[src/ppx_pkg.sv]
/*
 * Package for the page-2 transmit, energy-saving and MAC-interface control bank.
 * Holds byte addresses, field positions, reset values and the page-select codes.
 * Assumes a 32-bit AHB-Lite register bus with word-aligned registers.
 */
package ppx_pkg;

	// Page-select register and register addresses (word index times four)
	localparam logic [7:0]  PPX_IDX_PAGE_SEL  = 8'h1F;
	localparam logic [7:0]  PPX_IDX_TX_TRIM   = 8'h10;
	localparam logic [7:0]  PPX_IDX_EEE_CTRL  = 8'h11;
	localparam logic [7:0]  PPX_IDX_MAC_CTRL  = 8'h14;
	localparam logic [7:0]  PPX_IDX_SOFT_RST  = 8'h20;
	localparam logic [9:0]  PPX_ADDR_PAGE_SEL = {PPX_IDX_PAGE_SEL, 2'b00};
	localparam logic [9:0]  PPX_ADDR_TX_TRIM  = {PPX_IDX_TX_TRIM, 2'b00};
	localparam logic [9:0]  PPX_ADDR_EEE_CTRL = {PPX_IDX_EEE_CTRL, 2'b00};
	localparam logic [9:0]  PPX_ADDR_MAC_CTRL = {PPX_IDX_MAC_CTRL, 2'b00};
	localparam logic [9:0]  PPX_ADDR_SOFT_RST = {PPX_IDX_SOFT_RST, 2'b00};

	localparam logic [15:0] PPX_PAGE_MAIN  = 16'h0000;
	localparam logic [15:0] PPX_PAGE_EXT2  = 16'h0002;

	// Transmit trim fields
	localparam int          PPX_TRIM_GIG_LSB  = 12;
	localparam int          PPX_TRIM_100_LSB  = 8;
	localparam int          PPX_TRIM_10_LSB   = 4;
	localparam int          PPX_TRIM_10E_LSB  = 0;
	localparam logic [15:0] PPX_TX_TRIM_RST   = 16'h028E;

	// Energy-saving control fields
	localparam int          PPX_EEE_10E_EN    = 15;
	localparam int          PPX_EEE_LED_LSB   = 10;
	localparam int          PPX_EEE_LINK_UP   = 8;
	localparam int          PPX_EEE_GIG_ON    = 7;
	localparam int          PPX_EEE_100_ON    = 6;
	localparam int          PPX_EEE_FORCE_GIG = 5;
	localparam int          PPX_EEE_FORCE_LPI = 4;
	localparam int          PPX_EEE_INH_100TX = 3;
	localparam int          PPX_EEE_INH_100RX = 2;
	localparam int          PPX_EEE_INH_GTX   = 1;
	localparam int          PPX_EEE_INH_GRX   = 0;
	localparam logic [15:0] PPX_EEE_WMASK     = 16'h8C3F;
	localparam logic [15:0] PPX_EEE_RST       = 16'h0000;

	// MAC-interface control fields
	localparam int          PPX_MAC_FLD_EN    = 15;
	localparam int          PPX_MAC_SOF_EN    = 12;
	localparam int          PPX_MAC_RX_REV    = 7;
	localparam int          PPX_MAC_RXDLY_LSB = 4;
	localparam int          PPX_MAC_TX_REV    = 3;
	localparam int          PPX_MAC_TXDLY_LSB = 0;
	localparam logic [15:0] PPX_MAC_STICKY    = 16'h10FF;
	localparam logic [15:0] PPX_MAC_RST       = 16'h0000;

	localparam logic [1:0]  PPX_HTRANS_NONSEQ = 2'b10;
	localparam logic [2:0]  PPX_HSIZE_WORD    = 3'b010;

endpackage

[src/ppx_top.sv]
/*
 * Page-2 control bank: transmit amplitude trims, energy-saving debug
 * controls with live status, and MAC-interface timing controls.
 * Assumes an AHB-Lite master on clk, status inputs from pins (synchronised
 * here) and MAC/line data already on clk.
 */
// What this block does
// Page register selects page 2 at 0x0002
// Gigabit trim bits 15:12, reset 0000
// 100M trim bits 11:8, reset 0010
// 10M trim bits 7:4, reset 1000
// 10M energy trim bits 3:0, reset 1110
// Bit 15 enables 10M energy-efficient mode
// Bits 11:10 invert active-low LED outputs
// Bits 8,7,6 report link, EEE status
// Bit 5 allows forced gigabit without master/slave
// Bit 4 forces generator LPI, ignores MAC
// Bits 4:0 are debug only
// Bit 3 blocks 100M transmit LPI
// Bit 2 blocks 100M receive LPI
// Bit 1 blocks gigabit transmit LPI
// Bit 0 blocks gigabit receive LPI
// Bit 15 enables fast link drop, not sticky
// Bit 12 enables start-of-frame indication
// Bit 7 reverses receive data lanes
// Bit 3 reverses transmit data lanes
// Clock delay codes, reset 000
// Sticky fields survive software reset
`timescale 1ns/1ps
`default_nettype none

module ppx_top
	import ppx_pkg::*;
(
	input  wire logic        clk,             // 40 MHz clock
	input  wire logic        rst,             // Sync hardware reset
	input  wire logic        ce,              // Clock enable
	input  wire logic        hsel,            // AHB select
	input  wire logic [31:0] haddr,           // AHB address
	input  wire logic [1:0]  htrans,          // AHB transfer type
	input  wire logic        hwrite,          // AHB write
	input  wire logic [2:0]  hsize,           // AHB size
	input  wire logic [31:0] hwdata,          // AHB write data
	input  wire logic        hready,          // AHB bus ready
	output logic      [31:0] hrdata,          // AHB read data
	output logic             hreadyout,       // AHB slave ready
	output logic             hresp,           // AHB response
	input  wire logic        link_up_in,      // Link status pin
	input  wire logic        gig_eee_in,      // Gigabit EEE active pin
	input  wire logic        fe_eee_in,       // 100M EEE active pin
	input  wire logic [1:0]  speed_sel,       // 00 10M, 01 100M, 10 gigabit
	input  wire logic        mac_wide,        // MAC bus is 8 bits
	input  wire logic        mac_tx_lpi,      // MAC requests transmit LPI
	input  wire logic        mdi_rx_lpi,      // LPI received from line
	input  wire logic [7:0]  mac_txd,         // MAC transmit data
	input  wire logic [7:0]  line_rxd,        // Line receive data
	input  wire logic        gen_lpi_ok,      // Generator may send LPI
	input  wire logic [1:0]  led_raw,         // LED on requests
	input  wire logic        ctrl_speed_msb,  // Control register bit 6
	input  wire logic        ctrl_speed_lsb,  // Control register bit 13
	output logic      [3:0]  copper_line_driver_gig_trim, // Gigabit amplitude code
	output logic      [3:0]  copper_line_driver_fe_trim,  // 100M amplitude code
	output logic      [3:0]  copper_line_driver_te_trim,  // 10M amplitude code
	output logic      [3:0]  copper_line_driver_tee_trim, // 10M energy amplitude code
	output logic             te_eee_mode,     // 10M energy mode enable
	output logic      [1:0]  led_pin,         // LED pins
	output logic             force_gig_ok,    // Forced gigabit allowed
	output logic             mdi_tx_lpi,      // Send LPI on line
	output logic             mac_rx_lpi,      // Pass LPI to MAC
	output logic             ignore_mac_tx,   // Drop MAC transmit data
	output logic             fast_link_drop_alert_en, // Fast link drop enable
	output logic             sof_ind_en,      // Start-of-frame indication enable
	output logic      [2:0]  rx_clk_dly,      // Receive clock delay code
	output logic      [2:0]  tx_clk_dly,      // Transmit clock delay code
	output logic      [7:0]  mac_rxd,         // Receive data to MAC
	output logic      [7:0]  line_txd         // Transmit data to line
);

	logic [15:0] page_q;
	logic [15:0] trim_q;
	logic [15:0] eee_q;
	logic [15:0] mac_q;
	logic [2:0]  sync1_q;
	logic [2:0]  sync2_q;
	logic        wpend_q;
	logic        rpend_q;
	logic [9:0]  aaddr_q;

	// Address phase capture
	wire         a_valid = hsel && hready && (htrans == PPX_HTRANS_NONSEQ);
	wire         bad_size = (hsize != PPX_HSIZE_WORD);
	wire         on_page2 = (page_q == PPX_PAGE_EXT2);
	wire         hit_page = (aaddr_q == PPX_ADDR_PAGE_SEL);
	wire         hit_trim = on_page2 && (aaddr_q == PPX_ADDR_TX_TRIM);
	wire         hit_eee  = on_page2 && (aaddr_q == PPX_ADDR_EEE_CTRL);
	wire         hit_mac  = on_page2 && (aaddr_q == PPX_ADDR_MAC_CTRL);
	wire         hit_srst = (aaddr_q == PPX_ADDR_SOFT_RST);
	wire [15:0]  wd       = hwdata[15:0];
	wire         soft_rst = wpend_q && hit_srst && hwdata[0];

	// Live status bits merged into the energy-saving register view
	wire [15:0]  eee_view = (eee_q & PPX_EEE_WMASK)
		| (16'h0001 << PPX_EEE_LINK_UP) & {16{sync2_q[0]}}
		| (16'h0001 << PPX_EEE_GIG_ON) & {16{sync2_q[1]}}
		| (16'h0001 << PPX_EEE_100_ON) & {16{sync2_q[2]}};

	wire [15:0]  rd_mux = hit_page ? page_q :
		hit_trim ? trim_q :
		hit_eee  ? eee_view :
		hit_mac  ? mac_q : 16'h0000;

	always_ff @(posedge clk) begin
		if (rst) begin
			wpend_q <= 1'b0;
			rpend_q <= 1'b0;
			aaddr_q <= 10'h000;
		end else if (ce) begin
			wpend_q <= a_valid && hwrite && !bad_size;
			rpend_q <= a_valid && !hwrite;
			if (a_valid) begin
				aaddr_q <= haddr[9:0];
			end
		end
	end

	// Read data registered in the data phase; reads take one wait state
	always_ff @(posedge clk) begin
		if (rst) begin
			hrdata <= 32'h0000_0000;
		end else if (ce) begin
			hrdata <= a_valid && !hwrite ? 32'h0000_0000 : hrdata;
			if (rpend_q) begin
				hrdata <= {16'h0000, rd_mux};
			end
		end
	end

	always_ff @(posedge clk) begin
		if (rst) begin
			hreadyout <= 1'b1;
			hresp     <= 1'b0;
		end else if (ce) begin
			hreadyout <= !(a_valid && !hwrite);
			hresp     <= 1'b0;
		end
	end

	// Page select: only the two documented codes are accepted
	always_ff @(posedge clk) begin
		if (rst) begin
			page_q <= PPX_PAGE_MAIN;
		end else if (ce && wpend_q && hit_page) begin
			if (wd == PPX_PAGE_EXT2 || wd == PPX_PAGE_MAIN) begin
				page_q <= wd;
			end
		end
	end

	// Trim register: every field sticky, so only hardware reset restores it
	always_ff @(posedge clk) begin
		if (rst) begin
			trim_q <= PPX_TX_TRIM_RST;
		end else if (ce && wpend_q && hit_trim) begin
			trim_q <= wd;
		end
	end

	always_ff @(posedge clk) begin
		if (rst) begin
			eee_q <= PPX_EEE_RST;
		end else if (ce && wpend_q && hit_eee) begin
			eee_q <= wd & PPX_EEE_WMASK;
		end
	end

	// Fast link drop bit is the one field a soft reset clears
	always_ff @(posedge clk) begin
		if (rst) begin
			mac_q <= PPX_MAC_RST;
		end else if (ce) begin
			if (wpend_q && hit_mac) begin
				mac_q <= wd & (PPX_MAC_STICKY | (16'h0001 << PPX_MAC_FLD_EN));
			end else if (soft_rst) begin
				mac_q <= mac_q & PPX_MAC_STICKY;
			end
		end
	end

	// Pin status synchronisers
	always_ff @(posedge clk) begin
		if (rst) begin
			sync1_q <= 3'b000;
			sync2_q <= 3'b000;
		end else if (ce) begin
			sync1_q <= {fe_eee_in, gig_eee_in, link_up_in};
			sync2_q <= sync1_q;
		end
	end

	// LPI steering from the debug controls
	wire is_fe  = (speed_sel == 2'b01);
	wire is_gig = (speed_sel == 2'b10);
	wire tx_inh = (is_fe && eee_q[PPX_EEE_INH_100TX])
		|| (is_gig && eee_q[PPX_EEE_INH_GTX]);
	wire rx_inh = (is_fe && eee_q[PPX_EEE_INH_100RX])
		|| (is_gig && eee_q[PPX_EEE_INH_GRX]);
	wire force_lpi = eee_q[PPX_EEE_FORCE_LPI];
	wire tx_lpi_d  = force_lpi ? gen_lpi_ok : (mac_tx_lpi && !tx_inh);
	wire forced_gig = eee_q[PPX_EEE_FORCE_GIG]
		&& ({ctrl_speed_msb, ctrl_speed_lsb} == 2'b10);
	wire [1:0] led_d = eee_q[PPX_EEE_LED_LSB +: 2] ^ ~led_raw;

	always_ff @(posedge clk) begin
		if (rst) begin
			mdi_tx_lpi <= 1'b0;
		end else if (ce) begin
			mdi_tx_lpi <= tx_lpi_d;
		end
	end

	always_ff @(posedge clk) begin
		if (rst) begin
			mac_rx_lpi <= 1'b0;
		end else if (ce) begin
			mac_rx_lpi <= mdi_rx_lpi && !rx_inh;
		end
	end

	always_ff @(posedge clk) begin
		if (rst) begin
			ignore_mac_tx <= 1'b0;
		end else if (ce) begin
			ignore_mac_tx <= force_lpi;
		end
	end

	always_ff @(posedge clk) begin
		if (rst) begin
			force_gig_ok <= 1'b0;
		end else if (ce) begin
			force_gig_ok <= forced_gig;
		end
	end

	// LEDs dark after reset: active-low pins idle high
	always_ff @(posedge clk) begin
		if (rst) begin
			led_pin <= 2'b11;
		end else if (ce) begin
			led_pin <= led_d;
		end
	end

	always_ff @(posedge clk) begin
		if (rst) begin
			te_eee_mode <= 1'b0;
		end else if (ce) begin
			te_eee_mode <= eee_q[PPX_EEE_10E_EN];
		end
	end

	always_ff @(posedge clk) begin
		if (rst) begin
			copper_line_driver_gig_trim <= PPX_TX_TRIM_RST[PPX_TRIM_GIG_LSB +: 4];
		end else if (ce) begin
			copper_line_driver_gig_trim <= trim_q[PPX_TRIM_GIG_LSB +: 4];
		end
	end

	always_ff @(posedge clk) begin
		if (rst) begin
			copper_line_driver_fe_trim <= PPX_TX_TRIM_RST[PPX_TRIM_100_LSB +: 4];
		end else if (ce) begin
			copper_line_driver_fe_trim <= trim_q[PPX_TRIM_100_LSB +: 4];
		end
	end

	always_ff @(posedge clk) begin
		if (rst) begin
			copper_line_driver_te_trim <= PPX_TX_TRIM_RST[PPX_TRIM_10_LSB +: 4];
		end else if (ce) begin
			copper_line_driver_te_trim <= trim_q[PPX_TRIM_10_LSB +: 4];
		end
	end

	always_ff @(posedge clk) begin
		if (rst) begin
			copper_line_driver_tee_trim <= PPX_TX_TRIM_RST[PPX_TRIM_10E_LSB +: 4];
		end else if (ce) begin
			copper_line_driver_tee_trim <= trim_q[PPX_TRIM_10E_LSB +: 4];
		end
	end

	always_ff @(posedge clk) begin
		if (rst) begin
			fast_link_drop_alert_en <= 1'b0;
		end else if (ce) begin
			fast_link_drop_alert_en <= mac_q[PPX_MAC_FLD_EN];
		end
	end

	always_ff @(posedge clk) begin
		if (rst) begin
			sof_ind_en <= 1'b0;
		end else if (ce) begin
			sof_ind_en <= mac_q[PPX_MAC_SOF_EN];
		end
	end

	always_ff @(posedge clk) begin
		if (rst) begin
			rx_clk_dly <= 3'b000;
		end else if (ce) begin
			rx_clk_dly <= mac_q[PPX_MAC_RXDLY_LSB +: 3];
		end
	end

	always_ff @(posedge clk) begin
		if (rst) begin
			tx_clk_dly <= 3'b000;
		end else if (ce) begin
			tx_clk_dly <= mac_q[PPX_MAC_TXDLY_LSB +: 3];
		end
	end

	// Forced LPI blanks MAC data so the line sees only the generator
	wire [7:0] tx_src = force_lpi ? 8'h00 : mac_txd;

	ppx_lane_rev u_rx_rev (
		.clk  (clk),
		.rst  (rst),
		.ce   (ce),
		.rev  (mac_q[PPX_MAC_RX_REV]),
		.wide (mac_wide),
		.din  (line_rxd),
		.dout (mac_rxd)
	);

	ppx_lane_rev u_tx_rev (
		.clk  (clk),
		.rst  (rst),
		.ce   (ce),
		.rev  (mac_q[PPX_MAC_TX_REV]),
		.wide (mac_wide),
		.din  (tx_src),
		.dout (line_txd)
	);

endmodule

`default_nettype wire

[src/ppx_lane_rev.sv]
/*
 * Optional lane reversal of an 8-bit MAC data bus, registered.
 * In 4-bit mode only the low nibble is reversed; upper bits pass through.
 * Assumes all inputs are already on clk.
 */
`timescale 1ns/1ps
`default_nettype none

module ppx_lane_rev
	import ppx_pkg::*;
(
	input  wire logic       clk,       // Clock
	input  wire logic       rst,       // Sync reset
	input  wire logic       ce,        // Clock enable
	input  wire logic       rev,       // Reverse lanes
	input  wire logic       wide,      // 1: 8-bit bus, 0: 4-bit bus
	input  wire logic [7:0] din,       // Data in
	output logic      [7:0] dout       // Data out
);

	logic [7:0] rev8;
	logic [7:0] rev4;
	logic [7:0] sel;

	genvar i;
	generate
		for (i = 0; i < 8; i++) begin : g_rev
			assign rev8[i] = din[7-i];
		end
		for (i = 0; i < 4; i++) begin : g_rev4
			assign rev4[i] = din[3-i];
		end
	endgenerate
	assign rev4[7:4] = din[7:4];
	assign sel = !rev ? din : (wide ? rev8 : rev4);

	always_ff @(posedge clk) begin
		if (rst) begin
			dout <= 8'h00;
		end else if (ce) begin
			dout <= sel;
		end
	end

endmodule

`default_nettype wire

[config.mk]
export PLATFORM = sky130hd
export DESIGN_NAME = ppx_top
export DESIGN_NICKNAME = d
export VERILOG_FILES = /design/src/ppx_pkg.sv /design/src/ppx_top.sv /design/src/ppx_lane_rev.sv
export SDC_FILE = /design/constraint.sdc
export NUM_CORES = 1
export LEC_CHECK = 0
export BUFFER_PORTS_ARGS = -buffer_cell sky130_fd_sc_hd__clkbuf_2
export CORE_MARGIN = 8
export CORE_UTILIZATION = 55
export CTS_CLUSTER_SIZE = 14
export DETAILED_ROUTE_END_ITERATION = 6
export GPL_TIMING_DRIVEN = 0
export PLACE_DENSITY = 0.89
export SYNTH_ARGS = -nofsm -noshare
export SYNTH_HDL_FRONTEND = slang
export SYNTH_HIERARCHICAL = 1
export SYNTH_SLANG_ARGS = --single-unit
[constraint.sdc]
create_clock -name clk -period 3.4 [get_ports clk]
set_clock_uncertainty 0.15 [all_clocks]
set_input_delay 0.68 -clock clk [delete_from_list [all_inputs] [get_ports clk]]
set_output_delay 0.68 -clock clk [all_outputs]
set_load 0.02 [all_outputs]
==> summary.md <==
| Metric | Value |
|---|---|
| Crit-path cells | `clkbuf_2 -> clkbuf_1 -> clkbuf_1 -> buf_1 -> nand2_1 -> nand2_1 -> a21oi_1` |
| Overall Power | `roughly 3.7 mW` |
| RSZ-0062 raised after global routing | `no` |
| Logic pwr share | `0.077` |
| Worst Setup End Kind | `flip-flop` |
| Peak supply drop | `0.323 mV` |
| CTS tree | `yes` |
| Synth warn | `6` |
| Die W | `~120 um` |
| GPL Wtd Cong | `roughly 0.9` |
| Cells after Synth | `about 660` |
| Clk sink count | `roughly 130` |
| Commonest non-fill, non-tap cell in the layout | `dfxtp_1` |
| Ports | `~190` |
| Hold WC Path Type | `in -> reg` |
| Initial antenna violation count | `0` |
| Mapped cell area | `6050 um2` |
| Largest cells by area after synthesis | `dfxtp_1, mux2i_1, a21oi_1` |
| Final hold slack | `between 0.2 and 0.25 ns` |
| Sequential share of the synthesized area | `0.440` |
| Pin count of the biggest net entering global routing | `19` |
| Post-synth top area share | `0.440` |
| Routed WL | `between 15000 and 20000 um` |
| Drt drc | `0` |
| Data required, critical path | `between 3 and 4 ns` |
| Global-route wire length before repair | `approximately 30000 um` |
| ANT nets after route | `0` |
| First drt pass iteration count | `6` |
| Non-Filler Instances | `975` |
| N_diodes | `0` |
| Vias per cell | `slightly above 6` |
| Synth area leader | `dfxtp_1` |
| Switching pwr | `920 uW` |
| Final slew viol count | `0` |
| Fin. Hold Viols | `0` |
| Post-cts resize count | `0` |
| Post-Route Setup TNS | `0 ns` |
| Final Worst Setup Slack | `about 0.46 ns` |
| Clock root cell | `clkbuf_8` |
| Worst-margin pin slew | `~0.85 ns` |
| Clock network power share | `0.490` |
| Area share of fa/ha/maj cells after synthesis | `0` |
| Main synth FF type | `dfxtp_1` |
| Pwr Density | `around 490 nW/um2` |
| Post-Place Worst Slack | `~0.069 ns` |
| Placed cells | `~940` |
| Routed vias | `between 6000 and 7000` |
| Final setup violation count | `0` |
| Layout cells sized above 1 | `0.256` |
| Bufs and invs on worst path | `4` |
| Setup repair bufs after CTS | `0` |
| Row count | `38` |
| Initial Util | `0.561` |
| Clock Tree Buf Depth | `2` |
| Routed len/inst | `roughly 20 um` |
| Crit path max-delay family | `buffers and inverters` |
| Vias in the first global route | `5831` |
| GRT Util Overall | `0.259` |
| Worst-Skew Late Latency | `between 0.5 and 0.6 ns` |
| Max-cap violation count | `0` |
| Leakage | `between 3 and 4 nW` |
| Compound-gate portion of the synthesized area | `0.171` |
| Yosys cell types | `56` |
| Arrival @ worst endpoint | `3.19 ns` |
| Die Span Y | `roughly 120 um` |
| Critical setup path kind | `in -> reg` |
| Register bit total from synthesis | `between 100 and 150` |
| Post-cts hold buffer count | `0` |
| Drt initial violations | `slightly below 800` |
| Period utilization | `0.864` |
| Rel. slew slack | `0.434` |
| Worst Setup Start Kind | `input port` |
| Mean Syn Cell Area | `between 9 and 10 um2` |
| Sequential share of power | `0.434` |
| Internal power | `between 2 and 3 mW` |
| CP Max Fanout | `18` |
| Asr flop ratio synth | `0` |
| Syn-to-layout area delta | `24.1%` |
| Post-synthesis mux area share | `0.0810` |
| Slowest stage cell, crit path | `buf_1` |
| Final #Nets | `between 900 and 1000` |
| Clock-pin slew on the worst setup and hold paths | `around 0.06 ns` |
| Run status | `completed` |
| Layout fillers | `between 800 and 900` |
| CTS Buf Count | `17` |
| Fmax | `between 0.3 and 0.4 GHz` |
| PortBufs | `about 130` |
| Largest family of logic cells by synthesized area | `simple AND/OR/NAND/NOR gates` |
| Number of synthesized flops with an enable pin | `0` |
| GRT overflow | `0` |
| Core area | `between 10000 and 15000 um2` |
| Crit path largest cell delay | `roughly 0.70 ns` |
| DIE AREA | `14600 um2` |
| H-tree depth | `4` |
| Most frequent cells in the layout | `dfxtp_1, clkbuf_2, a21oi_1` |
| Simple-gate area share of the yosys netlist | `0.238` |
| Fin crit period | `2.94 ns` |
| Dpl hpwl | `about 14000 um` |
| XOR/XNOR share of the synthesized area | `0.00289` |
| Sw Share | `0.250` |
[per-stage QoR]
step / area [um2] / util
global route: 7510 / 0.696
floorplan: 6110 / -
finish: 7510 / 0.696
detailed placement: 6930 / 0.642
CTS: 7510 / 0.696
global placement: 6930 / 0.642
[per-layer routing]
metal,global-route usage,vias to the layer above,wire (um)
li1,-,2724,-
met1,0.311,2779,7460
met2,0.408,442,8870
met3,0.0786,77,2160
met4,0.140,0,739
met5,0,-,0
[flip-flops by register name, summed over array words and instances (netlist names), 2 cells and up]
signal and cells:
hrdata 16, copper_line_driver_gig_trim 4, rx_clk_dly 3, copper_line_driver_fe_trim 4, mac_q 10, tx_clk_dly 3, copper_line_driver_tee_trim 4, page_q 16
aaddr_q 10, u_tx_rev/dout 8, sync2_q 3, u_rx_rev/dout 8, sync1_q 3, led_pin 2, eee_q 9, copper_line_driver_te_trim 4
trim_q 16
[power by group through the flow]
| stage | Clock (mW) | Sequential [mW] | Combinational, mW |
|---|---|---|---|
| after floorplan | 0 | 1.65 | 0.146 |
| after global placement | 0 | 1.63 | 0.270 |
| after detailed placement | 0 | 1.63 | 0.274 |
| after CTS | 1.79 | 1.60 | 0.277 |
| after global routing | 1.87 | 1.60 | 0.301 |
| final | 1.80 | 1.60 | 0.282 |
[final cells by class]
| class | count | area [um2] | share of cell area |
|---|---|---|---|
| multi-input cells | 469 | 3050 | 0.406 |
| flip-flops and latches | 133 | 2660 | 0.354 |
| repair buffers | 129 | 646 | 0.0859 |
| clock buffers | 18 | 428 | 0.0570 |
| plain buffers | 71 | 400 | 0.0533 |
| well taps | 140 | 175 | 0.0233 |
| clock inverters | 14 | 150 | 0.0200 |
| inverters | 1 | 3.75 | 0.000500 |
[worst min-delay path, cell delays in order]
cell and delay (ns):
clkbuf_2 0.07, mux2i_1 0.05, nor2_1 0.07
[cell families after synthesis]
logic type,after synthesis
multiplexers,49
AND/OR/NAND/NOR,242
other,1
AO/OA/AOI/OAI,159
XOR/XNOR,2
buffers and inverters,72
flip-flops,133
[Yosys cell counts (3+ instances only)]
| master | number |
|---|---|
| a211o_1 | 10 |
| a21bo_1 | 8 |
| a21oi_1 | 56 |
| a22oi_1 | 4 |
| a311oi_1 | 8 |
| a31oi_1 | 13 |
| and2_1 | 15 |
| and3_2 | 5 |
| and4b_1 | 3 |
| buf_1 | 3 |
| buf_2 | 6 |
| buf_4 | 19 |
| buf_6 | 7 |
| clkbuf_1 | 34 |
| dfxtp_1 | 133 |
| mux2i_1 | 49 |
| nand2_1 | 19 |
| nand2b_1 | 17 |
| nand3_1 | 54 |
| nand4_1 | 5 |
| nand4bb_1 | 6 |
| nor2_1 | 50 |
| nor2b_1 | 18 |
| nor4_1 | 18 |
| o21ai_0 | 31 |
| o221ai_1 | 8 |
| o22ai_1 | 3 |
| o2bb2ai_1 | 9 |
| o31ai_1 | 3 |
| or2_2 | 3 |
| or4_1 | 7 |
[final timing paths]
| path | cells after the start | end | slack (ns) | startpoint |
|---|---|---|---|---|
| max | 7 | aaddr_q[2] | 0.46 | ce |
| min | 3 | sync1_q[0] | 0.23 | link_up_in |
| max reg2reg | 6 | trim_q[6] | 0.66 | page_q[1] |
| min reg2reg | 2 | mac_rx_lpi | 0.32 | mac_rx_lpi |
(Power assumes the default switching activity.)
